$ cat src/design/acq_pkg.sv
// Constants shared by the acquisition configuration register bank
package acq_pkg;

  // Clock and timing
  localparam int CLK_HZ        = 25_000_000;
  localparam int CLK_PERIOD_NS = 40;
  localparam int RATE_50_HZ    = 1600;
  localparam int RATE_60_HZ    = 1920;
  localparam int OSR_50_CYCLES = CLK_HZ / RATE_50_HZ;
  localparam int OSR_60_CYCLES = CLK_HZ / RATE_60_HZ;
  localparam int STEP_US       = 96;
  localparam int STEP_CYCLES   = (STEP_US * 1000 + CLK_PERIOD_NS - 1) / CLK_PERIOD_NS;

  // Register indices; byte address is four times the index
  localparam logic [7:0] ACQ_CFG_IDX  = 8'h62;
  localparam logic [7:0] BAL_DLY_IDX  = 8'h63;
  localparam logic [7:0] STATUS_IDX   = 8'h70;
  localparam logic [7:0] MASK_IDX     = 8'h71;
  localparam logic [7:0] CONTEXT_IDX  = 8'h72;

  // Reset values
  localparam logic [15:0] ACQ_CFG_RST = 16'h0000;
  localparam logic [15:0] BAL_DLY_RST = 16'h0000;
  localparam logic [9:0]  CONTEXT_RST = 10'h000;

  // Acquisition configuration fields
  localparam int ACQ_STUCK_BIT  = 15;
  localparam int ACQ_CAL_BIT    = 14;
  localparam int ACQ_COMP_BIT   = 13;
  localparam int ACQ_RATE_LSB   = 11;
  localparam int ACQ_THRM_LSB   = 9;
  localparam logic [15:0] ACQ_WR_MASK = 16'hFE00;

  // Recovery delay fields
  localparam int DLY_CELL_LSB = 8;
  localparam int DLY_SW_LSB   = 0;

  // Sequence context fields
  localparam int CTX_SCAN_LSB = 0;
  localparam int CTX_OSR_LSB  = 3;
  localparam int CTX_ASD_BIT  = 6;
  localparam int CTX_ALT_BIT  = 7;
  localparam int CTX_CBM_LSB  = 8;

  // Status and mask bits
  localparam int STATUS_W  = 5;
  localparam int EV_ZS     = 0;
  localparam int EV_FS     = 1;
  localparam int EV_OV     = 2;
  localparam int EV_UV     = 3;
  localparam int EV_REC    = 4;

  // Scan types and self-test expectations
  localparam logic [2:0]  SCAN_COMP_ONLY = 3'h2;
  localparam logic [2:0]  SCAN_BOTH      = 3'h1;
  localparam logic [2:0]  OSR_OFF        = 3'h0;
  localparam logic [11:0] ADC_ZERO       = 12'h000;
  localparam logic [11:0] ADC_FULL       = 12'hFFF;
  localparam logic [1:0]  THRM_OFF       = 2'h2;
  localparam logic [1:0]  THRM_ON        = 2'h3;

  typedef enum logic [2:0] {
    ST_IDLE = 3'h0,
    ST_ZERO = 3'h1,
    ST_FULL = 3'h3,
    ST_COMP = 3'h2,
    ST_DONE = 3'h6
  } test_state_e;

endpackage

$ cat src/design/acquisition_config_regs.sv
// Acquisition configuration and balancing recovery delay register bank
//
// Local design decision: the Avalon-MM register port.
`timescale 1ns/100ps
module acquisition_config_regs #(
  parameter int OSR_50_CYCLES = acq_pkg::OSR_50_CYCLES,
  parameter int OSR_60_CYCLES = acq_pkg::OSR_60_CYCLES
) (
  // Clock and reset
  input  wire logic        ref_clk,
  input  wire logic        rst_n,
  // Avalon-MM slave
  input  wire logic [9:0]  avs_address,
  input  wire logic        avs_read,
  input  wire logic        avs_write,
  input  wire logic [31:0] avs_writedata,
  input  wire logic [3:0]  avs_byteenable,
  output logic      [31:0] avs_readdata,
  output logic             avs_waitrequest,
  // Sequencer handshake
  input  wire logic        seq_end,
  input  wire logic        acquisition_active,
  input  wire logic        fast_sample_ready,
  input  wire logic [11:0] adc_result,
  input  wire logic        adc_result_valid,
  input  wire logic        comp_result_valid,
  input  wire logic        comp_above_upper,
  input  wire logic        comp_below_lower,
  // Balancing controller
  input  wire logic        manual_measure_req,
  input  wire logic        auto_pair_done,
  // Analog controls
  output logic             adc_force_zero,
  output logic             adc_force_full,
  output logic             comp_test_run,
  output logic             cal_apply,
  output logic             thermistor_switch_on,
  output logic             osr_sample_strobe,
  output logic             recovery_busy,
  output logic             recovery_done,
  // Interrupt
  output logic             irq
);

  ////////////////////////////////////////////////////////////////////////////
  // Reset synchroniser

  logic rst_meta_r;
  logic rst_sync_n;

  always_ff @(posedge ref_clk or negedge rst_n)
  begin
    if (!rst_n)
    begin
      rst_meta_r <= 1'b0;
      rst_sync_n <= 1'b0;
    end
    else
    begin
      rst_meta_r <= 1'b1;
      rst_sync_n <= rst_meta_r;
    end
  end

  ////////////////////////////////////////////////////////////////////////////
  // Register storage and bus decode

  function automatic logic [9:0] reg_addr(input logic [7:0] idx);
    reg_addr = {idx, 2'b00};
  endfunction

  logic [15:0]                   acq_r;
  logic [15:0]                   dly_r;
  logic [9:0]                    ctx_r;
  logic [acq_pkg::STATUS_W-1:0]  status_r;
  logic [acq_pkg::STATUS_W-1:0]  mask_r;
  logic [acq_pkg::STATUS_W-1:0]  events;
  logic [31:0]                   rd_mux;
  logic                          wr_go;
  logic                          hit_acq;
  logic                          hit_dly;
  logic                          hit_status;
  logic                          hit_mask;
  logic                          hit_ctx;

  // Every access answers after exactly one wait cycle
  assign wr_go = avs_write && !avs_waitrequest;

  always_comb
  begin
    hit_acq    = 1'b0;
    hit_dly    = 1'b0;
    hit_status = 1'b0;
    hit_mask   = 1'b0;
    hit_ctx    = 1'b0;
    if (avs_address == reg_addr(acq_pkg::ACQ_CFG_IDX))
      hit_acq = 1'b1;
    else if (avs_address == reg_addr(acq_pkg::BAL_DLY_IDX))
      hit_dly = 1'b1;
    else if (avs_address == reg_addr(acq_pkg::STATUS_IDX))
      hit_status = 1'b1;
    else if (avs_address == reg_addr(acq_pkg::MASK_IDX))
      hit_mask = 1'b1;
    else if (avs_address == reg_addr(acq_pkg::CONTEXT_IDX))
      hit_ctx = 1'b1;
  end

  always_comb
  begin
    rd_mux = 32'h0000_0000;
    if (hit_acq)
      rd_mux = {16'h0000, acq_r};
    else if (hit_dly)
      rd_mux = {16'h0000, dly_r};
    else if (hit_status)
      rd_mux = {27'h0000000, status_r};
    else if (hit_mask)
      rd_mux = {27'h0000000, mask_r};
    else if (hit_ctx)
      rd_mux = {22'h000000, ctx_r};
  end

  always_ff @(posedge ref_clk or negedge rst_sync_n)
  begin
    if (!rst_sync_n)
      avs_waitrequest <= 1'b1;
    else if (avs_waitrequest && (avs_read || avs_write))
      avs_waitrequest <= 1'b0;
    else
      avs_waitrequest <= 1'b1;
  end

  always_ff @(posedge ref_clk or negedge rst_sync_n)
  begin
    if (!rst_sync_n)
      avs_readdata <= 32'h0000_0000;
    else if (avs_read && avs_waitrequest)
      avs_readdata <= rd_mux;
  end

  // Only bits 15:9 exist; the rest stay zero whatever is written
  always_ff @(posedge ref_clk or negedge rst_sync_n)
  begin
    if (!rst_sync_n)
      acq_r <= acq_pkg::ACQ_CFG_RST;
    else if (wr_go && hit_acq && avs_byteenable[1])
      acq_r <= {avs_writedata[15:8], 8'h00} & acq_pkg::ACQ_WR_MASK;
  end

  always_ff @(posedge ref_clk or negedge rst_sync_n)
  begin
    if (!rst_sync_n)
      dly_r <= acq_pkg::BAL_DLY_RST;
    else if (wr_go && hit_dly)
    begin
      if (avs_byteenable[1])
        dly_r[15:8] <= avs_writedata[15:8];
      if (avs_byteenable[0])
        dly_r[7:0] <= avs_writedata[7:0];
    end
  end

  always_ff @(posedge ref_clk or negedge rst_sync_n)
  begin
    if (!rst_sync_n)
      ctx_r <= acq_pkg::CONTEXT_RST;
    else if (wr_go && hit_ctx)
    begin
      if (avs_byteenable[1])
        ctx_r[9:8] <= avs_writedata[9:8];
      if (avs_byteenable[0])
        ctx_r[7:0] <= avs_writedata[7:0];
    end
  end

  always_ff @(posedge ref_clk or negedge rst_sync_n)
  begin
    if (!rst_sync_n)
      mask_r <= '0;
    else if (wr_go && hit_mask && avs_byteenable[0])
      mask_r <= avs_writedata[acq_pkg::STATUS_W-1:0];
  end

  ////////////////////////////////////////////////////////////////////////////
  // Field views

  logic       stuck_en;
  logic       comp_acc_en;
  logic [1:0] oversample_freq_sel;
  logic [1:0] thrm_mode;
  logic [2:0] scan_type;
  logic [2:0] osr_ratio;
  logic       auto_sw_dis;
  logic       alt_mux_sel;
  logic [1:0] bal_meas_en;

  assign stuck_en    = acq_r[acq_pkg::ACQ_STUCK_BIT];
  assign comp_acc_en = acq_r[acq_pkg::ACQ_COMP_BIT];
  assign oversample_freq_sel = acq_r[acq_pkg::ACQ_RATE_LSB +: 2];
  assign thrm_mode   = acq_r[acq_pkg::ACQ_THRM_LSB +: 2];
  assign scan_type   = ctx_r[acq_pkg::CTX_SCAN_LSB +: 3];
  assign osr_ratio   = ctx_r[acq_pkg::CTX_OSR_LSB +: 3];
  assign auto_sw_dis = ctx_r[acq_pkg::CTX_ASD_BIT];
  assign alt_mux_sel = ctx_r[acq_pkg::CTX_ALT_BIT];
  assign bal_meas_en = ctx_r[acq_pkg::CTX_CBM_LSB +: 2];

  ////////////////////////////////////////////////////////////////////////////
  // End-of-sequence self-test

  acq_pkg::test_state_e state_r;
  acq_pkg::test_state_e state_nxt;
  logic                 comp_due_r;
  logic                 adc_due;
  logic                 comp_due;

  // Scan type 010 never touches the ADC, so its stuck test is skipped
  assign adc_due  = stuck_en && (scan_type != acq_pkg::SCAN_COMP_ONLY);
  assign comp_due = comp_acc_en && ((scan_type == acq_pkg::SCAN_BOTH) ||
                    (scan_type == acq_pkg::SCAN_COMP_ONLY));

  always_comb
  begin
    state_nxt = state_r;
    case (state_r)
      acq_pkg::ST_IDLE:
        if (seq_end)
        begin
          if (adc_due)
            state_nxt = acq_pkg::ST_ZERO;
          else if (comp_due)
            state_nxt = acq_pkg::ST_COMP;
        end
      acq_pkg::ST_ZERO:
        if (adc_result_valid)
          state_nxt = acq_pkg::ST_FULL;
      acq_pkg::ST_FULL:
        if (adc_result_valid)
          state_nxt = comp_due_r ? acq_pkg::ST_COMP : acq_pkg::ST_DONE;
      acq_pkg::ST_COMP:
        if (comp_result_valid)
          state_nxt = acq_pkg::ST_DONE;
      default:
        state_nxt = acq_pkg::ST_IDLE;
    endcase
  end

  always_ff @(posedge ref_clk or negedge rst_sync_n)
  begin
    if (!rst_sync_n)
      state_r <= acq_pkg::ST_IDLE;
    else
      state_r <= state_nxt;
  end

  // Comparator decision is frozen at sequence end
  always_ff @(posedge ref_clk or negedge rst_sync_n)
  begin
    if (!rst_sync_n)
      comp_due_r <= 1'b0;
    else if ((state_r == acq_pkg::ST_IDLE) && seq_end)
      comp_due_r <= comp_due;
  end

  always_ff @(posedge ref_clk or negedge rst_sync_n)
  begin
    if (!rst_sync_n)
    begin
      adc_force_zero <= 1'b0;
      adc_force_full <= 1'b0;
      comp_test_run  <= 1'b0;
    end
    else
    begin
      adc_force_zero <= (state_nxt == acq_pkg::ST_ZERO);
      adc_force_full <= (state_nxt == acq_pkg::ST_FULL);
      comp_test_run  <= (state_nxt == acq_pkg::ST_COMP);
    end
  end

  ////////////////////////////////////////////////////////////////////////////
  // Events, status and interrupt

  logic rec_done_w;

  always_comb
  begin
    events = '0;
    events[acq_pkg::EV_ZS] = (state_r == acq_pkg::ST_ZERO) && adc_result_valid &&
                             (adc_result != acq_pkg::ADC_ZERO);
    events[acq_pkg::EV_FS] = (state_r == acq_pkg::ST_FULL) && adc_result_valid &&
                             (adc_result != acq_pkg::ADC_FULL);
    events[acq_pkg::EV_OV] = (state_r == acq_pkg::ST_COMP) && comp_result_valid &&
                             comp_above_upper;
    events[acq_pkg::EV_UV] = (state_r == acq_pkg::ST_COMP) && comp_result_valid &&
                             comp_below_lower;
    events[acq_pkg::EV_REC] = rec_done_w;
  end

  // A new event beats a simultaneous write-one-to-clear
  always_ff @(posedge ref_clk or negedge rst_sync_n)
  begin
    if (!rst_sync_n)
      status_r <= '0;
    else if (wr_go && hit_status && avs_byteenable[0])
      status_r <= (status_r & ~avs_writedata[acq_pkg::STATUS_W-1:0]) | events;
    else
      status_r <= status_r | events;
  end

  always_ff @(posedge ref_clk or negedge rst_sync_n)
  begin
    if (!rst_sync_n)
      irq <= 1'b0;
    else
      irq <= |(status_r & mask_r);
  end

  ////////////////////////////////////////////////////////////////////////////
  // Calibration, thermistor bias and sample rate

  always_ff @(posedge ref_clk or negedge rst_sync_n)
  begin
    if (!rst_sync_n)
      cal_apply <= 1'b0;
    else
      cal_apply <= acq_r[acq_pkg::ACQ_CAL_BIT];
  end

  always_ff @(posedge ref_clk or negedge rst_sync_n)
  begin
    if (!rst_sync_n)
      thermistor_switch_on <= 1'b0;
    else if (thrm_mode == acq_pkg::THRM_ON)
      thermistor_switch_on <= 1'b1;
    else if (thrm_mode == acq_pkg::THRM_OFF)
      thermistor_switch_on <= 1'b0;
    else
      thermistor_switch_on <= acquisition_active;
  end

  osr_rate_gen #(
    .P50   (OSR_50_CYCLES),
    .P60   (OSR_60_CYCLES),
    .CNT_W (14)
  ) u_rate (
    .clk        (ref_clk),
    .rst_n      (rst_sync_n),
    .sel        (oversample_freq_sel),
    .osr_active (osr_ratio != acq_pkg::OSR_OFF),
    .fast_ready (fast_sample_ready),
    .strobe_r   (osr_sample_strobe)
  );

  ////////////////////////////////////////////////////////////////////////////
  // Balancing recovery delay

  logic       manual_go;
  logic       auto_go;
  logic [7:0] dly_steps;

  assign manual_go = manual_measure_req && auto_sw_dis;
  assign auto_go   = auto_pair_done && bal_meas_en[1];

  // Unqualified requests still get a done pulse, with no wait
  always_comb
  begin
    dly_steps = 8'h00;
    if (manual_go || auto_go)
      dly_steps = alt_mux_sel ? dly_r[acq_pkg::DLY_SW_LSB +: 8]
                              : dly_r[acq_pkg::DLY_CELL_LSB +: 8];
  end

  recovery_timer #(
    .STEP  (acq_pkg::STEP_CYCLES),
    .PRE_W (12)
  ) u_timer (
    .clk    (ref_clk),
    .rst_n  (rst_sync_n),
    .start  (manual_measure_req || auto_pair_done),
    .steps  (dly_steps),
    .busy_r (recovery_busy),
    .done_r (rec_done_w)
  );

  always_ff @(posedge ref_clk or negedge rst_sync_n)
  begin
    if (!rst_sync_n)
      recovery_done <= 1'b0;
    else
      recovery_done <= rec_done_w;
  end

  ////////////////////////////////////////////////////////////////////////////
  // Assertions

  stuck_start_a: assert property (@(posedge ref_clk) disable iff (!rst_sync_n)
    (state_r == acq_pkg::ST_IDLE && seq_end && adc_due) |-> ##1 adc_force_zero)
    else $error("stuck test did not force zero scale");

  zero_alert_a: assert property (@(posedge ref_clk) disable iff (!rst_sync_n)
    (adc_force_zero && adc_result_valid && adc_result != acq_pkg::ADC_ZERO)
    |-> ##1 status_r[acq_pkg::EV_ZS])
    else $error("zero scale alert missing");

  full_alert_a: assert property (@(posedge ref_clk) disable iff (!rst_sync_n)
    (adc_force_full && adc_result_valid && adc_result == acq_pkg::ADC_FULL &&
     !status_r[acq_pkg::EV_FS]) |-> ##1 !status_r[acq_pkg::EV_FS])
    else $error("full scale alert raised on good result");

  cal_follow_a: assert property (@(posedge ref_clk) disable iff (!rst_sync_n)
    ##1 (cal_apply == $past(acq_r[acq_pkg::ACQ_CAL_BIT])))
    else $error("calibration output does not track its bit");

  comp_start_a: assert property (@(posedge ref_clk) disable iff (!rst_sync_n)
    (state_r == acq_pkg::ST_IDLE && seq_end && comp_acc_en && !stuck_en &&
     scan_type == acq_pkg::SCAN_COMP_ONLY) |-> ##1 comp_test_run)
    else $error("comparator test not started");

  comp_alert_a: assert property (@(posedge ref_clk) disable iff (!rst_sync_n)
    (comp_test_run && comp_result_valid && comp_below_lower)
    |-> ##1 status_r[acq_pkg::EV_UV])
    else $error("comparator under alert missing");

  thrm_off_a: assert property (@(posedge ref_clk) disable iff (!rst_sync_n)
    (thrm_mode == acq_pkg::THRM_OFF) [*2] |-> !thermistor_switch_on)
    else $error("thermistor switch on in forced off mode");

  cell_wait_a: assert property (@(posedge ref_clk) disable iff (!rst_sync_n)
    (manual_go && !alt_mux_sel && !recovery_busy && dly_r[15:8] != 8'h00)
    |-> ##1 recovery_busy [*8])
    else $error("cell recovery delay not inserted");

  unused_zero_a: assert property (@(posedge ref_clk) disable iff (!rst_sync_n)
    (avs_read && !avs_waitrequest && hit_acq) |-> (avs_readdata[8:0] == 9'h000))
    else $error("unused config bits read nonzero");

endmodule

$ cat src/design/osr_rate_gen.sv
// Oversampling sample-rate strobe generator
`timescale 1ns/100ps
module osr_rate_gen #(
  parameter int P50   = acq_pkg::OSR_50_CYCLES,
  parameter int P60   = acq_pkg::OSR_60_CYCLES,
  parameter int CNT_W = 14
) (
  // Clock and reset
  input  wire logic       clk,
  input  wire logic       rst_n,
  // Control
  input  wire logic [1:0] sel,
  input  wire logic       osr_active,
  input  wire logic       fast_ready,
  // Strobe
  output logic            strobe_r
);

  logic [CNT_W-1:0] cnt_r;
  logic             fixed;
  logic             period_end;

  always_comb
  begin
    fixed      = osr_active && (sel != 2'h0);
    // At or past the end, so a switch to the shorter period never waits for a wrap
    period_end = sel[1] ? (cnt_r >= CNT_W'(P60 - 1))
                        : (cnt_r >= CNT_W'(P50 - 1));
  end

  always_ff @(posedge clk or negedge rst_n)
  begin
    if (!rst_n)
      cnt_r <= '0;
    else if (!fixed || period_end)
      cnt_r <= '0;
    else
      cnt_r <= cnt_r + CNT_W'(1);
  end

  // Code 00 or no oversampling: fastest rate the sequencer offers
  always_ff @(posedge clk or negedge rst_n)
  begin
    if (!rst_n)
      strobe_r <= 1'b0;
    else
      strobe_r <= fixed ? period_end : fast_ready;
  end

  rate_gate_a: assert property (@(posedge clk) disable iff (!rst_n)
    !osr_active |-> ##1 (strobe_r == $past(fast_ready)))
    else $error("strobe not bypassed without oversampling");

endmodule

$ cat src/design/recovery_timer.sv
// Recovery delay timer counting 96 us steps
`timescale 1ns/100ps
module recovery_timer #(
  parameter int STEP  = acq_pkg::STEP_CYCLES,
  parameter int PRE_W = 12
) (
  // Clock and reset
  input  wire logic       clk,
  input  wire logic       rst_n,
  // Request
  input  wire logic       start,
  input  wire logic [7:0] steps,
  // Status
  output logic            busy_r,
  output logic            done_r
);

  logic [PRE_W-1:0] pre_r;
  logic [7:0]       left_r;
  logic             step_end;

  assign step_end = (pre_r == PRE_W'(STEP - 1));

  always_ff @(posedge clk or negedge rst_n)
  begin
    if (!rst_n)
    begin
      busy_r <= 1'b0;
      done_r <= 1'b0;
      pre_r  <= '0;
      left_r <= 8'h00;
    end
    else if (!busy_r)
    begin
      pre_r  <= '0;
      left_r <= steps;
      busy_r <= start && (steps != 8'h00);
      done_r <= start && (steps == 8'h00);
    end
    else if (step_end)
    begin
      pre_r  <= '0;
      left_r <= left_r - 8'h01;
      busy_r <= (left_r != 8'h01);
      done_r <= (left_r == 8'h01);
    end
    else
    begin
      pre_r  <= pre_r + PRE_W'(1);
      done_r <= 1'b0;
    end
  end

endmodule

$ cat config.mk
export PLATFORM = sky130hd
export DESIGN_NAME = acquisition_config_regs
export DESIGN_NICKNAME = d
export VERILOG_FILES = /design/src/design/acq_pkg.sv /design/src/design/acquisition_config_regs.sv /design/src/design/osr_rate_gen.sv /design/src/design/recovery_timer.sv
export SDC_FILE = /design/constraint.sdc
export NUM_CORES = 1
export LEC_CHECK = 0
export BUFFER_PORTS_ARGS = -buffer_cell sky130_fd_sc_hd__buf_4
export CAP_MARGIN = 10
export CORE_ASPECT_RATIO = 0.9
export CORE_MARGIN = 10
export CORE_UTILIZATION = 30
export CTS_BUF_LIST = sky130_fd_sc_hd__clkbuf_8 sky130_fd_sc_hd__clkbuf_16
export CTS_CLUSTER_DIAMETER = 50
export DETAILED_ROUTE_END_ITERATION = 10
export GPL_TIMING_DRIVEN = 0
export SLEW_MARGIN = 20
export SYNTH_ARGS = -nofsm -noshare
export SYNTH_HDL_FRONTEND = slang
export SYNTH_SLANG_ARGS = --single-unit
$ cat constraint.sdc
create_clock -name ref_clk -period 4.8 [get_ports ref_clk]
set_clock_uncertainty 0.15 [all_clocks]
set_input_delay 0 -clock ref_clk [delete_from_list [all_inputs] [get_ports ref_clk]]
set_output_delay 0 -clock ref_clk [all_outputs]
set_load 0.01 [all_outputs]
Word-level counts from Yosys, hierarchy flattened
Index checks and enable logic that the tools add are counted.
{"block": "totals", "register_bits": 126, "latch_bits": 0, "ram_bits": 0, "romBits": 0, "input_bits": 71, "out_inout_bits": 42, "elab_cells": 146, "mem_count": 0}
{"block": "op_classes", "addsub": 3, "n_mul": 0, "div_mod_pow": 0, "n_lt_le_gt_ge": 2, "n_eq_ne": 21, "shift": 0, "mux": 45, "bitwise_logic": 5, "reduce_logical": 44}
{"cell": "10-bit by 9-bit == test with 1-bit output (second input constant)", "count": 5}
{"cell": "16-bit two-way mux", "count": 2}
{"cell": "8-bit two-way mux", "count": 4}
{"cell": "10-bit two-way mux", "count": 3}
{"cell": "14-bit greater-or-equal comparator (second input constant)", "count": 2}
{"cell": "1-bit logical AND", "count": 26}
{"cell": "1-bit two-way mux", "count": 24}
{"cell": "12-bit two-way mux", "count": 2}
{"cell": "3-bit two-way mux", "count": 7}
{"cell": "3-bit by 2-bit == test with 1-bit output (second input constant)", "count": 5}
{"cell": "14-bit by 1-bit adder with 14-bit output (second input constant)", "count": 1}
{"cell": "14-bit two-way mux", "count": 1}
{"cell": "12-bit by 1-bit adder with 12-bit output (second input constant)", "count": 1}
{"cell": "12-bit == test (second input constant)", "count": 1}
{"cell": "12-bit != test (second input constant)", "count": 1}
{"cell": "3-bit case mux with 4 select lines", "count": 1}
{"cell": "12-bit nonzero test", "count": 1}
{"cell": "5-bit bitwise AND", "count": 2}
{"cell": "5-bit OR", "count": 2}
{"cell": "3-bit by 1-bit == test with 1-bit output (second input constant)", "count": 3}
{"cell": "8-bit by 1-bit == test with 1-bit output (second input constant)", "count": 1}
{"cell": "8-bit zero test", "count": 1}
{"cell": "8-bit by 1-bit != test with 1-bit output (second input constant)", "count": 1}
{"cell": "2-bit AND reduction", "count": 4}
{"cell": "other kinds (13)", "count": 19}

Depth between registers and ports, before layout
Gate-level depths: netlist of run 1.
{"block": "logic_depth", "ltp_word": 11, "mapped_depth": 6, "depth_no_buf": 6}

Hierarchy
Synthesis of run 1 repeated with hierarchy kept, for this count alone.
{"block": "hier_totals", "cells_unflattened": 495, "hier_area_um2": 5454.0}
{"module": "acquisition_config_regs", "n_inst": 1, "cells_each": 293, "area_each_um2": 3494.6, "seq_area_each_um2": 1828.0}
{"module": "recovery_timer", "n_inst": 1, "cells_each": 121, "area_each_um2": 1178.6, "seq_area_each_um2": 550.5}
{"module": "osr_rate_gen", "n_inst": 1, "cells_each": 81, "area_each_um2": 780.7, "seq_area_each_um2": 375.4}

Least setup slack after synthesis of run 1
OpenSTA, ideal clock, no wires.
{"block": "synth_path", "path_kind": "register to register", "startpoint": "reg u_rate.cnt_r[0]", "endpoint": "reg u_rate.cnt_r[10]", "setup_time_ps": 86, "arrival_time_ps": 1661, "t_required_ps": 4564, "setup_slack_ps": 2902, "path_stages_with_launch": 7, "n_path_buf": 1, "period_less_slack_ps": 1898, "path_cell_list": "dfrtp_1 > ha_1 > o211a_1 > o311ai_0 > a31oi_1 > buf_2 > nor3_1"}
{"block": "synth_between", "elab_chain_cells": 4, "word_cells_on_any_way": 6, "cone_classes": "1 x add/sub; 2 x order compare; 2 x mux; 1 x reduce/logical"}
{"element": "start, declared", "line_no": "osr_rate_gen.sv:19", "rtl": "logic [CNT_W-1:0] cnt_r;"}
{"element": "start signal, assigned", "line_no": "osr_rate_gen.sv:38", "rtl": "cnt_r <= cnt_r + CNT_W'(1);"}
{"element": "14-bit greater-or-equal comparator, on equally long branches", "line_no": "osr_rate_gen.sv:28, osr_rate_gen.sv:27"}
{"element": "1-bit two-way mux", "line_no": "osr_rate_gen.sv:27", "rtl": "period_end = sel[1] ? (cnt_r >= CNT_W'(P60 - 1))"}
{"element": "1-bit logical OR", "line_no": "osr_rate_gen.sv:35", "rtl": "else if (!fixed || period_end)"}
{"element": "14-bit two-way mux (*)", "line_no": "osr_rate_gen.sv:35"}
Mark *: on every way between the ends. The rest lies on a longest branch, timed or not.
A chain may end at the register's enable or synchronous reset.

Worst setup path in the final report of run 1
{"block": "layout_path", "startpoint": "reg avs_waitrequest", "endpoint": "reg status_r[0] (netlist bit)"}
{"block": "layout_between", "elab_chain_cells": 5}
{"element": "start, declared", "line_no": "acquisition_config_regs.sv:19", "rtl": "output logic avs_waitrequest,"}
{"element": "start signal, assigned", "line_no": "acquisition_config_regs.sv:126", "rtl": "avs_waitrequest <= 1'b1;"}
{"element": "start signal, assigned", "line_no": "acquisition_config_regs.sv:128", "rtl": "avs_waitrequest <= 1'b0;"}
{"element": "start signal, assigned", "line_no": "acquisition_config_regs.sv:130", "rtl": "avs_waitrequest <= 1'b1;"}
{"element": "1-bit zero test", "line_no": "acquisition_config_regs.sv:87", "rtl": "assign wr_go = avs_write && !avs_waitrequest;"}
{"element": "1-bit logical AND", "line_no": "acquisition_config_regs.sv:87"}
{"element": "1-bit logical AND (2 in series)", "line_no": "acquisition_config_regs.sv:304", "rtl": "else if (wr_go && hit_status && avs_byteenable[0])"}
{"element": "5-bit two-way mux", "line_no": "acquisition_config_regs.sv:304"}
{"element": "end signal, assigned", "line_no": "acquisition_config_regs.sv:305", "rtl": "status_r <= (status_r & ~avs_writedata[acq_pkg::STATUS_W-1:0]) | events;"}
{"element": "end signal, assigned", "line_no": "acquisition_config_regs.sv:307", "rtl": "status_r <= status_r | events;"}
{"element": "end, declared", "line_no": "acquisition_config_regs.sv:75", "rtl": "logic [acq_pkg::STATUS_W-1:0] status_r;"}
Every way passes these cells.

==> reports/metrics.cfg, run 1 <==
[status]
status = finished, final reports clean

[yosys]
main_combinational_cell_family_by_area_after_synthesis = simple AND/OR/NAND/NOR gates
synth.ff_latch_count = 110
average_instance_area_after_synthesis_um2 = 11.0
count_of_synthesis_stage_warnings_from_yosys = 0
synthArstFlopShare = 1.00
synth_adder_area_share = 0.0114
synth_enable_flop_cells = 0
yosys-top-cells-count = sky130_fd_sc_hd__dfrtp_1 (109), sky130_fd_sc_hd__mux2_2 (40), sky130_fd_sc_hd__nand2_1 (39), sky130_fd_sc_hd__nor3_1 (25)
synth_top_cell_by_area = sky130_fd_sc_hd__dfrtp_1
syn-instance-count = 498
yosys.area_share.simple = 0.186
synth.area.top_cells = sky130_fd_sc_hd__dfrtp_1 (50%), sky130_fd_sc_hd__mux2_2 (8.2%), sky130_fd_sc_hd__nand2_1 (2.7%), sky130_fd_sc_hd__xnor2_1 (2.4%), sky130_fd_sc_hd__mux2i_1 (2.4%)
synth_seq_area_share = 0.502
yosysTopAreaCellShare = 0.497
synth-compound-area-share = 0.107
parity_gate_share_of_the_synthesized_area_counting_xor_and_xnor_cells = 0.0399
syn_area_mm2 = 0.00549
yosysMostFrequentCell = sky130_fd_sc_hd__dfrtp_1
dominantRegCellSynth = sky130_fd_sc_hd__dfrtp_1
post_synth_num_cell_types = 68
synth.area.mux_share = 0.109

[floorplanning]
die_y_um = 148
die_width_um = 163
initial_core_util = 0.308
die_area_mm2 = 0.0241
number_of_placement_rows = 46
io_pins = 113
placeableCoreArea_mm2 = 0.0178

[sta]
tightestPinTransition_ps = 1000
rsz0062_at_grt = false
finalHoldViolCount = 0
slew_headroom = 0.329
fmax_ghz = 0.417
final.min_clock_period_ps = 2400
timing.setup.tns_ps = 0
min_period_over_period = 0.499
post-route-worst-setup-slack_ps = 2400
hold_ws_ps = 5.18
timing_max_transition_violations_final = 0
report.final.setup_viol = 0

[global_route]
groute.usage.overall = 0.123
antenna_found_initial = 0
grt_pass1_vias = 4535
wire_length_of_the_first_global_routing_pass_mm = 23.9
grt_max_degree = 57
aggregate_global_routing_overflow = 0

[power]
seq_power_share = 0.501
max_ir_drop_vdd_mv = 0.184
power_density_mw_per_mm2 = 279
internal-power_uw = 1480
cellLeakagePower_uw = 0.00320
combPwrFrac = 0.106
design_power_total_uw = 1980
switching_power_uw = 493
power_frac_clock = 0.393
sw_frac_of_total = 0.250

[setup_path]
max_stage_delay_ps = 540
ff2ff_path_depth = 5
crit_path_top_delay_cell = sky130_fd_sc_hd__dlygate4sd3_1
crit_cells = 5
worstSetupStartpoint = avs_waitrequest
critical_path_fanouts_max = 5
timing.critical_path.cells = nand3b_1 -> nor4_4 -> a21boi_0 -> a41o_1 -> dlygate4sd3_1
critical-path-top-delay-family = simple AND/OR/NAND/NOR gates
regToRegStartpoint = avs_waitrequest
cp_num_buf_inv = 1
criticalPathCategory = flip-flop to flip-flop
critPathArrivalTime_ps = 2490
crit_path_to = status_r[0]
sort_of_element_at_the_end_of_the_critical_path = flip-flop
kind_of_launch_point_of_the_worst_setup_path = flip-flop
worst_ep_required_time_ps = 4900
r2r-end = status_r[0]
worst_case_register_to_register_setup_slack_ps = 2400

[clock_tree]
clkSlewWorstSetupHoldPaths_ps = 80
clkLatencyLatePin_ps = 360
tritoncts.num_buffers = 9
clockRootBuffer = sky130_fd_sc_hd__clkbuf_16
clock_tree.htree_level_count = 3
tritoncts = built
cts_buffer_depth = 2
postCtsSetupRepairBufs = 0
number_of_clock_sinks = 110

[place]
gp_congestion = 0.825
placed_area_mm2 = 0.00646
worst_case_setup_slack_after_placement_ps = 2420
place.detailed.hpwl_mm = 11.0
port_buffers = 78

[layout]
number_of_nets_at_the_end_of_the_flow = 712
antenna_cells = 0
sequential_cell_area_mm2 = 0.00276
final_design_area_no_fill_mm2 = 0.00709
layout-drive-gt1-share = 0.275
multi_input_comb_area_mm2 = 0.00255
syn2layout_area_growth_pct = 29.3
number_of_fill_cells = 1702

[detailed_routing]
drt.antenna.violating_nets = 0
dr.pass1.iters = 5
dr_total_vias = 4339
viasPerCell = 4.93
drc = 0
starting_drc_count_in_detailed_routing = 251
post_drt_wl_per_cell_um = 16.6
drt-total-wl_mm = 14.6

[min_path]
worstHoldPathType = input port to flip-flop

[job]
drv.max_cap_violation_count = 0

[area by class of cell]
class / count / area share
timing repair buffer: 112 / 0.133
tap: 240 / 0.0423
buffer: 34 / 0.0275
clock buffer: 9 / 0.0318
inverter: 11 / 0.00582
multi-input combinational: 358 / 0.360
clock inverter: 7 / 0.0109
sequential: 110 / 0.389
[worst min-delay path: stages]
cell                      delay, ps
sky130_fd_sc_hd__buf_4          110
sky130_fd_sc_hd__nand4_1         60
sky130_fd_sc_hd__nor3_1          40
sky130_fd_sc_hd__nor3_1         160
sky130_fd_sc_hd__a21o_1         100
[layer usage]
metal,track usage,routed length [um]
met2,0.191,6650
met3,0.0403,1020
met5,0,0
met1,0.159,6710
met4,0.0378,212
[logic make-up after synthesis]
logic type,count (synthesis)
AND/OR/NAND/NOR,175
flip-flops,110
AO/OA/AOI/OAI,82
multiplexers,54
buffers and inverters,45
XOR/XNOR,25
adder cells (fa/ha/maj),5
other,2
[flip-flops by register name, indices dropped and copies added, names as in the netlist, 3 cells and up]
signal          cells
avs_readdata       16
dly_r              16
u_rate.cnt_r       14
u_timer.pre_r      12
ctx_r              10
u_timer.left_r      8
acq_r               7
mask_r              5
status_r            5
state_r             3
[power groups by stage]
stage                     clock (uW)  sequential [uW]  combinational [uW]
final                            777              989                 210
after global routing             828              995                 232
after CTS                        797              990                 210
after detailed placement           0             1010                 172
after global placement             0             1020                 157
after floorplan                    0             1010                86.4
[stage by stage]
step / util / std cells
floorplan: - / 513
global placement: 0.361 / 831
detailed placement: 0.363 / 832
CTS: 0.399 / 881
finish: 0.399 / 881
global route: 0.399 / 881
[layout by cell type, fill, tap and decap left out, types with 7 or more instances in the layout]
cell	count
sky130_fd_sc_hd__dlygate4sd3_1	33
sky130_fd_sc_hd__clkbuf_1	11
sky130_fd_sc_hd__mux2i_1	13
sky130_fd_sc_hd__conb_1	17
sky130_fd_sc_hd__o2bb2ai_1	7
sky130_fd_sc_hd__a22oi_1	15
sky130_fd_sc_hd__nand3_1	12
sky130_fd_sc_hd__nand2_1	39
sky130_fd_sc_hd__o21ai_0	19
sky130_fd_sc_hd__xnor2_1	15
sky130_fd_sc_hd__clkbuf_16	9
sky130_fd_sc_hd__inv_1	11
sky130_fd_sc_hd__nor2_1	19
sky130_fd_sc_hd__nor3_1	25
sky130_fd_sc_hd__xor2_1	10
sky130_fd_sc_hd__nor4_1	10
sky130_fd_sc_hd__nand4_1	14
sky130_fd_sc_hd__dfrtp_1	108
sky130_fd_sc_hd__buf_4	94
sky130_fd_sc_hd__nor2b_1	7
sky130_fd_sc_hd__mux2_2	40
[how the worst min path moves through the flow]
stage	start	cells after the start	slack, ps	end
floorplan	rst_n	0	-450	rst_meta_r
global placement	rst_n	1	-370	rst_meta_r
detailed placement	rst_n	1	-370	rst_meta_r
CTS	adc_result[7]	5	4	status_r[1]
global route	adc_result[7]	5	20	status_r[1]
finish	adc_result[7]	5	5	status_r[1]
[repair_timing]
action / 4_1_cts / 5_1_grt
gates resized for setup: 0 / 0
endpoints found under the hold margin: 57 / 0
hold buffers: 33 / 0
No activity file was read; power rests on OpenSTA's default activity.
==> run 2, diff against run 1 <==
Settings changed: ABC_AREA set to 1.
Clock period 4.8 ns to 1.9 ns, I/O delays scaled along.
==> run 2 against run 1 <==
First-iteration DRC count up 26%. Sequential share of layout area decreased by 3.5 points. Total power grew to 2.6 times the previous value. Critical path depth up 2. Clock-buffer cell count rose by 1. Sequential cell count is the same. Maximum frequency up 34%. Design area is 9.9% higher. Hold slack improved by 13 ps.
==> reports/metrics.cfg, run 2 <==
[status]
status = finished, final reports clean  ; unchanged

[yosys]
synth_seq_area_share = 0.459  ; was 0.502
yosys-top-cells-count = sky130_fd_sc_hd__nand2_1 (234), sky130_fd_sc_hd__dfrtp_1 (109), sky130_fd_sc_hd__inv_1 (91), sky130_fd_sc_hd__nor2_1 (75), sky130_fd_sc_hd__nand3_1 (46)  ; was sky130_fd_sc_hd__dfrtp_1 (109), sky130_fd_sc_hd__mux2_2 (40), sky130_fd_sc_hd__nand2_1 (39), sky130_fd_sc_hd__nor3_1 (25)
syn_area_mm2 = 0.00599  ; was 0.00549 mm2
syn-instance-count = 763  ; was 498
dominantRegCellSynth = sky130_fd_sc_hd__dfrtp_1  ; unchanged
synth.area.top_cells = sky130_fd_sc_hd__dfrtp_1 (46%), sky130_fd_sc_hd__nand2_1 (15%), sky130_fd_sc_hd__inv_1 (5.7%), sky130_fd_sc_hd__nor2_1 (4.7%), sky130_fd_sc_hd__o21ai_2 (4.5%)  ; was sky130_fd_sc_hd__dfrtp_1 (50%), sky130_fd_sc_hd__mux2_2 (8.2%), sky130_fd_sc_hd__nand2_1 (2.7%), sky130_fd_sc_hd__xnor2_1 (2.4%), sky130_fd_sc_hd__mux2i_1 (2.4%)
yosysMostFrequentCell = sky130_fd_sc_hd__nand2_1  ; was sky130_fd_sc_hd__dfrtp_1
average_instance_area_after_synthesis_um2 = 7.86  ; was 11.0 um2
synth_top_cell_by_area = sky130_fd_sc_hd__dfrtp_1  ; unchanged
count_of_synthesis_stage_warnings_from_yosys = 0  ; unchanged
synth.ff_latch_count = 110  ; unchanged
yosysTopAreaCellShare = 0.455  ; was 0.497
post_synth_num_cell_types = 39  ; was 68
synthArstFlopShare = 1.00  ; unchanged
synth_enable_flop_cells = 0  ; unchanged

[layout]
reg.largest.list = avs_readdata x16, dly_r x16, u_rate.cnt_r x14  ; unchanged
antenna_cells = 0  ; unchanged
final_cell_count_no_fill = 1175  ; was 881
most-common-layout-cells = sky130_fd_sc_hd__nand2_1 (233), sky130_fd_sc_hd__dfrtp_1 (108), sky130_fd_sc_hd__buf_4 (104), sky130_fd_sc_hd__inv_1 (91), sky130_fd_sc_hd__nor2_1 (74)  ; was sky130_fd_sc_hd__dfrtp_1 (108), sky130_fd_sc_hd__buf_4 (94), sky130_fd_sc_hd__mux2_2 (40), sky130_fd_sc_hd__nand2_1 (39), sky130_fd_sc_hd__dlygate4sd3_1 (33)
syn2layout_area_growth_pct = 30.0  ; was 29.3%
layout-drive-gt1-share = 0.215  ; was 0.275
number_of_nets_at_the_end_of_the_flow = 997  ; was 712
final_design_area_no_fill_mm2 = 0.00779  ; was 0.00709 mm2
layout.cells.most_common = sky130_fd_sc_hd__nand2_1  ; was sky130_fd_sc_hd__dfrtp_1
final_util = 0.402  ; was 0.399

[power]
power_density_mw_per_mm2 = 647  ; was 279 mW/mm2
max_ir_drop_vdd_mv = 0.566  ; was 0.184 mV
cellLeakagePower_uw = 0.00398  ; was 0.00320 uW

[global_route]
gr-usage-met3 = 0.0367  ; was 0.0403
aggregate_global_routing_overflow = 0  ; unchanged
grt_max_degree = 44  ; was 57
use_met1 = 0.163  ; was 0.159
groute.usage.overall = 0.123  ; about the same
antenna_found_initial = 0  ; unchanged
grt_use_met2 = 0.188  ; was 0.191
global_route_hottest_layer = met2  ; unchanged
grt_pass1_vias = 5278  ; was 4535
wire_length_of_the_first_global_routing_pass_mm = 26.2  ; was 23.9 mm

[sta]
final.min_clock_period_ps = 1790  ; was 2400 ps
min_period_over_period = 0.942  ; was 0.499
timing_max_transition_violations_final = 0  ; unchanged
finalHoldViolCount = 0  ; unchanged
tightestPinTransition_ps = 537  ; was 1000 ps
timing.setup.tns_ps = 0  ; unchanged
slew_headroom = 0.642  ; was 0.329
report.final.setup_viol = 0  ; unchanged
fmax_ghz = 0.558  ; was 0.417 GHz
post-route-worst-setup-slack_ps = 109  ; was 2400 ps

[place]
port_buffers = 78  ; unchanged
worst_case_setup_slack_after_placement_ps = 153  ; was 2420 ps
gp_congestion = 0.879  ; was 0.825
placed_cells_incl_taps = 1108  ; was 832
placed_area_mm2 = 0.00700  ; was 0.00646 mm2
place.detailed.hpwl_mm = 12.0  ; was 11.0 mm

[setup_path]
kind_of_launch_point_of_the_worst_setup_path = flip-flop  ; unchanged
worst_ep_required_time_ps = 1990  ; was 4900 ps
worst_case_register_to_register_setup_slack_ps = 110  ; was 2400 ps
regToRegStartpoint = avs_waitrequest  ; unchanged
sort_of_element_at_the_end_of_the_critical_path = flip-flop  ; unchanged
r2r-end = status_r[3]  ; was status_r[0]
ff2ff_path_depth = 7  ; was 5
critical_path_fanouts_max = 5  ; unchanged
critPathArrivalTime_ps = 1880  ; was 2490 ps
criticalPathCategory = flip-flop to flip-flop  ; unchanged

[clock_tree]
cts_buffer_depth = 2  ; unchanged
tritoncts.num_buffers = 9  ; unchanged
tritoncts = built  ; unchanged
clock_tree.htree_level_count = 3  ; unchanged
clockRootBuffer = sky130_fd_sc_hd__clkbuf_16  ; unchanged
clkSlewWorstSetupHoldPaths_ps = 70  ; was 80 ps
number_of_clock_sinks = 110  ; unchanged
clkLatencyLatePin_ps = 350  ; was 360 ps

[floorplanning]
die_y_um = 154  ; was 148 um
die_width_um = 169  ; was 163 um
io_pins = 113  ; unchanged
placeableCoreArea_mm2 = 0.0194  ; was 0.0178 mm2
die_area_mm2 = 0.0260  ; was 0.0241 mm2
initial_core_util = 0.309  ; was 0.308
number_of_placement_rows = 48  ; was 46

[min_path]
hold-path-endpoint = ctx_r[8]  ; was status_r[1]
timing.hold.worst_path_depth = 4  ; was 5
holdCritStartpoint = avs_byteenable[1]  ; was adc_result[7]
worstHoldPathType = input port to flip-flop  ; unchanged

[detailed_routing]
drt.antenna.violating_nets = 0  ; unchanged
dr.pass1.iters = 8  ; was 5
starting_drc_count_in_detailed_routing = 316  ; was 251
drc = 0  ; unchanged
viasPerCell = 4.44  ; was 4.93
dr_total_vias = 5218  ; was 4339
drt-total-wl_mm = 15.5  ; was 14.6 mm
post_drt_wl_per_cell_um = 13.2  ; was 16.6 um

[job]
drv.max_cap_violation_count = 0  ; unchanged

## run 2: changes by cell type in the layout (fill, tap and decap cells not counted), sizes merged, moves of 11 or more
cell         before  now
buf             102  113
nand2            40  246
nor3             27   16
o21ai            19   75
a22oi            15    0
mux2             41    1
xnor2            15    0
mux2i            13    0
inv              15   95
nor4             12    0
nand3            12   49
nor2             19   85
dlygate4sd3      33   46
## run 2: critical path: stages, from the launching register on
cell                            delay (ps)
sky130_fd_sc_hd__dfstp_2               400
sky130_fd_sc_hd__nor2_1                130
sky130_fd_sc_hd__nand2_2                90
sky130_fd_sc_hd__nor2_4                150
sky130_fd_sc_hd__nand2_1                70
sky130_fd_sc_hd__nand2_1                60
sky130_fd_sc_hd__o21ai_0                70
sky130_fd_sc_hd__dlygate4sd3_1         550
## run 2: layer usage
layer | wire [um] | vias up
met5 | 0 | -
met4 | 225 | 0
met3 | 854 | 17
met2 | 7100 | 104
met1 | 7330 | 2400
li1 | - | 2697
## run 2: where the power goes
part           switching [uW]  leakage [uW]  internal (uW)
sequential               86.5       0.00143           2450
combinational             386       0.00240            368
clock                     840      0.000139            909
total                    1310       0.00398           3730
## run 2: worst max-delay path by stage
stage	startpoint	to	depth (start not counted)
5_1_grt	u_timer.pre_r[0]	u_timer.left_r[7]	9
2_1_floorplan	u_timer.pre_r[0]	u_timer.left_r[3]	8
3_5_place_dp	u_timer.pre_r[0]	u_timer.left_r[6]	8
4_1_cts	ctx_r[2]	adc_force_zero	9
3_3_place_gp	rst_sync_n	cal_apply	0
6_report	avs_waitrequest	status_r[3]	7
## run 2: repair_timing
action / 4_1_cts / 5_1_grt
endpoints found under the hold margin: 57 / 0
hold buffers: 47 / 0
endpoints found under the setup margin: 0 / 26
buffers inserted: 0 / 6
resized for setup: 0 / 6
## run 2: through the flow
stage	total power (uW)	hold WS, ps
after floorplan	2940	-446
after global placement	3210	-366
final	5040	18.4
after global routing	5320	15.1
after CTS	5120	5.98
after detailed placement	3230	-364
## run 2: logic make-up after synthesis
group                    share of synthesized area
AO/OA/AOI/OAI                                0.105
adder cells (fa/ha/maj)                     0.0104
XOR/XNOR                                    0.0132
other                                      0.00125
AND/OR/NAND/NOR                              0.309
multiplexers                               0.00188
buffers and inverters                        0.100
flip-flops                                   0.459
## run 2: area by class of cell
class / instances / area (um2)
Clock buffer: 10 / 239
Buffer: 30 / 234
Inverter: 94 / 365
Multi-Input combinational cell: 544 / 2720
Sequential cell: 110 / 2760
Fill cell: 1975 / 11600
Clock inverter: 5 / 27.5
Tap cell: 250 / 313
Timing Repair Buffer: 132 / 1140
==> run 3, diff against run 2 <==
Settings changed: ABC_AREA 1 to not set.
==> run 3 against run 2 <==
The run now ends with setup timing left. Clock-buffer cell count decreased by 1. Sequential cell count unchanged. Wire length down 2.2%. Critical path depth is 1 lower. Critical path type unchanged.
==> reports/metrics.cfg, run 3 (same netlist as run 1, synthesis figures left out) <==
[detailed_routing]
starting_drc_count_in_detailed_routing = 282  ; was 316
drt.antenna.violating_nets = 0  ; unchanged
post_drt_wl_per_cell_um = 17.0  ; was 13.2 um
dr_total_vias = 4432  ; was 5218
drt-total-wl_mm = 15.2  ; was 15.5 mm
dr.pass1.iters = 6  ; was 8
viasPerCell = 4.96  ; was 4.44
drc = 0  ; unchanged

[status]
status = finished with violations  ; was finished, final reports clean
failing_checks = setup timing

[layout]
reg.largest.list = avs_readdata x16, dly_r x16, u_rate.cnt_r x14  ; unchanged
most-common-layout-cells = sky130_fd_sc_hd__dfrtp_1 (108), sky130_fd_sc_hd__buf_4 (102), sky130_fd_sc_hd__dlygate4sd3_1 (41), sky130_fd_sc_hd__mux2_2 (40), sky130_fd_sc_hd__nand2_1 (37)  ; was sky130_fd_sc_hd__nand2_1 (233), sky130_fd_sc_hd__dfrtp_1 (108), sky130_fd_sc_hd__buf_4 (104), sky130_fd_sc_hd__inv_1 (91), sky130_fd_sc_hd__nor2_1 (74)
final_design_area_no_fill_mm2 = 0.00743  ; was 0.00779 mm2
number_of_nets_at_the_end_of_the_flow = 725  ; was 997
layout-drive-gt1-share = 0.327  ; was 0.215
layout.cells.most_common = sky130_fd_sc_hd__dfrtp_1  ; was sky130_fd_sc_hd__nand2_1
final_util = 0.418  ; was 0.402
syn2layout_area_growth_pct = 35.5  ; was 30.0%
final_cell_count_no_fill = 894  ; was 1175
antenna_cells = 0  ; unchanged

[setup_path]
worst_case_register_to_register_setup_slack_ps = -40  ; was 110 ps
sort_of_element_at_the_end_of_the_critical_path = flip-flop  ; unchanged
timing.critical_path.cells = ha_2 -> o211a_1 -> o311ai_4 -> a31oi_4 -> buf_6 -> nor3_4  ; was nor2_1 -> nand2_2 -> nor2_4 -> nand2_1 -> nand2_1 -> o21ai_0 -> dlygate4sd3_1
criticalPathCategory = flip-flop to flip-flop  ; unchanged
critPathArrivalTime_ps = 2060  ; was 1880 ps
worst_ep_required_time_ps = 2020  ; was 1990 ps
max_stage_delay_ps = 400  ; was 550 ps
cp_num_buf_inv = 1  ; unchanged
ff2ff_path_depth = 6  ; was 7
kind_of_launch_point_of_the_worst_setup_path = flip-flop  ; unchanged
critical-path-top-delay-family = compound AO/OA/AOI/OAI gates  ; was buffers and inverters
crit_cells = 6  ; was 7
crit_path_top_delay_cell = sky130_fd_sc_hd__dfrtp_1  ; was sky130_fd_sc_hd__dlygate4sd3_1
critical_path_fanouts_max = 5  ; unchanged

[global_route]
aggregate_global_routing_overflow = 0  ; unchanged
grt_pass1_vias = 4682  ; was 5278
antenna_found_initial = 0  ; unchanged
wire_length_of_the_first_global_routing_pass_mm = 24.6  ; was 26.2 mm
groute.usage.overall = 0.126  ; was 0.123
grt_max_degree = 53  ; was 44

[clock_tree]
clock_tree.htree_level_count = 3  ; unchanged
clockRootBuffer = sky130_fd_sc_hd__clkbuf_16  ; unchanged
cts_buffer_depth = 2  ; unchanged
tritoncts = built  ; unchanged
clkLatencyLatePin_ps = 350  ; about the same
tritoncts.num_buffers = 9  ; unchanged
number_of_clock_sinks = 110  ; unchanged
clkSlewWorstSetupHoldPaths_ps = 70  ; about the same

[sta]
min_period_over_period = 1.02  ; was 0.942
timing_max_transition_violations_final = 0  ; unchanged
tightestPinTransition_ps = 550  ; was 537 ps
rsz0062_at_grt = true
post-route-worst-setup-slack_ps = -42.2  ; was 109 ps
final.min_clock_period_ps = 1940  ; was 1790 ps
slew_headroom = 0.632  ; was 0.642
report.final.setup_viol = 3  ; was 0
finalHoldViolCount = 0  ; unchanged
fmax_ghz = 0.515  ; was 0.558 GHz

[floorplanning]
die_area_mm2 = 0.0241  ; was 0.0260 mm2
number_of_placement_rows = 46  ; was 48
io_pins = 113  ; unchanged
die_width_um = 163  ; was 169 um
placeableCoreArea_mm2 = 0.0178  ; was 0.0194 mm2
die_y_um = 148  ; was 154 um
initial_core_util = 0.308  ; was 0.309

[power]
switching_power_uw = 1200  ; was 1310 uW
combPwrFrac = 0.107  ; was 0.150
power_density_mw_per_mm2 = 660  ; was 647 mW/mm2
sw_frac_of_total = 0.245  ; was 0.260
power_frac_clock = 0.386  ; was 0.347
max_ir_drop_vdd_mv = 0.554  ; was 0.566 mV
seq_power_share = 0.507  ; was 0.503
internal-power_uw = 3700  ; was 3730 uW
cellLeakagePower_uw = 0.00331  ; was 0.00398 uW

[min_path]
timing.hold.worst_path_depth = 5  ; was 4
worstHoldPathType = input port to flip-flop  ; unchanged

[place]
placed_area_mm2 = 0.00648  ; was 0.00700 mm2
place.detailed.hpwl_mm = 11.3  ; was 12.0 mm
port_buffers = 78  ; unchanged
gp_congestion = 0.855  ; was 0.879
placed_cells_incl_taps = 833  ; was 1108
worst_case_setup_slack_after_placement_ps = -501  ; was 153 ps

[job]
drv.max_cap_violation_count = 0  ; unchanged

## run 3: cell types whose count changed in the layout (fill, tap and decap cells not counted), sizes merged, moves of 11 or more
cell,delta
nand3,-37
o21ai,-56
mux2,+40
nand2,-206
a22oi,+15
inv,-83
nor4,+12
nor3,+11
nor2,-66
xnor2,+15
mux2i,+13
## run 3: final timing paths
path	startpoint	end
setup / recovery	u_rate.cnt_r[0]	u_rate.cnt_r[0]
hold / removal	adc_result[1]	status_r[1]
setup reg to reg	u_rate.cnt_r[0]	u_rate.cnt_r[0]
hold reg to reg	rst_sync_n	recovery_done
max in group asynchronous	rst_sync_n	avs_waitrequest
min in group asynchronous	rst_sync_n	recovery_done
## run 3: timing repair
item,in CTS,in global routing
hold endpoints to repair,57,0
gates cloned,1,0
resized for setup,21,24
setup buffers,9,0
pin swaps,12,10
hold buffers,41,0
endpoints found under the setup margin,45,49
## run 3: layer usage
layer  track usage  wire length (um)
met5             0                 0
met4        0.0464               343
met3        0.0331               818
met2         0.193              6890
met1         0.167              7110
## run 3: worst reg2reg max path, delay by kind of cell, from the launching register on
family,cells,cell delay [ps]
AOI/OAI and AO/OA,3,760
DFF,1,400
and+or+nand+nor,1,170
adders and majority gates,1,190
buffers and inverters,1,190
## run 3: power groups by stage
| stage | combinational, uW | sequential [uW] | clock, uW |
|---|---|---|---|
| after floorplan | 218 | 2540 | 0 |
| after global placement | 396 | 2560 | 0 |
| after detailed placement | 450 | 2540 | 0 |
| after CTS | 525 | 2490 | 1950 |
| after global routing | 579 | 2500 | 2050 |
| final | 523 | 2490 | 1900 |
## run 3: area by class of cell
type	instances	area, um2
clock buffer	9	225
tap	240	300
buffer	28	183
clock inverter	7	66.3
multi-input combinational	358	2730
sequential	110	2760
fill	1678	10400
timing repair buffer	131	1130
inverter	11	41.3
## run 3: metrics by stage
stage / hold WS (ps) / setup TNS [ps] / total power, uW
floorplan: -446 / 0 / 2760
global placement: -367 / -9420 / 2960
detailed placement: -367 / -16730 / 2990
CTS: 9.39 / -639 / 4960
global route: 62.9 / -284 / 5130
finish: 13.1 / -66.0 / 4910
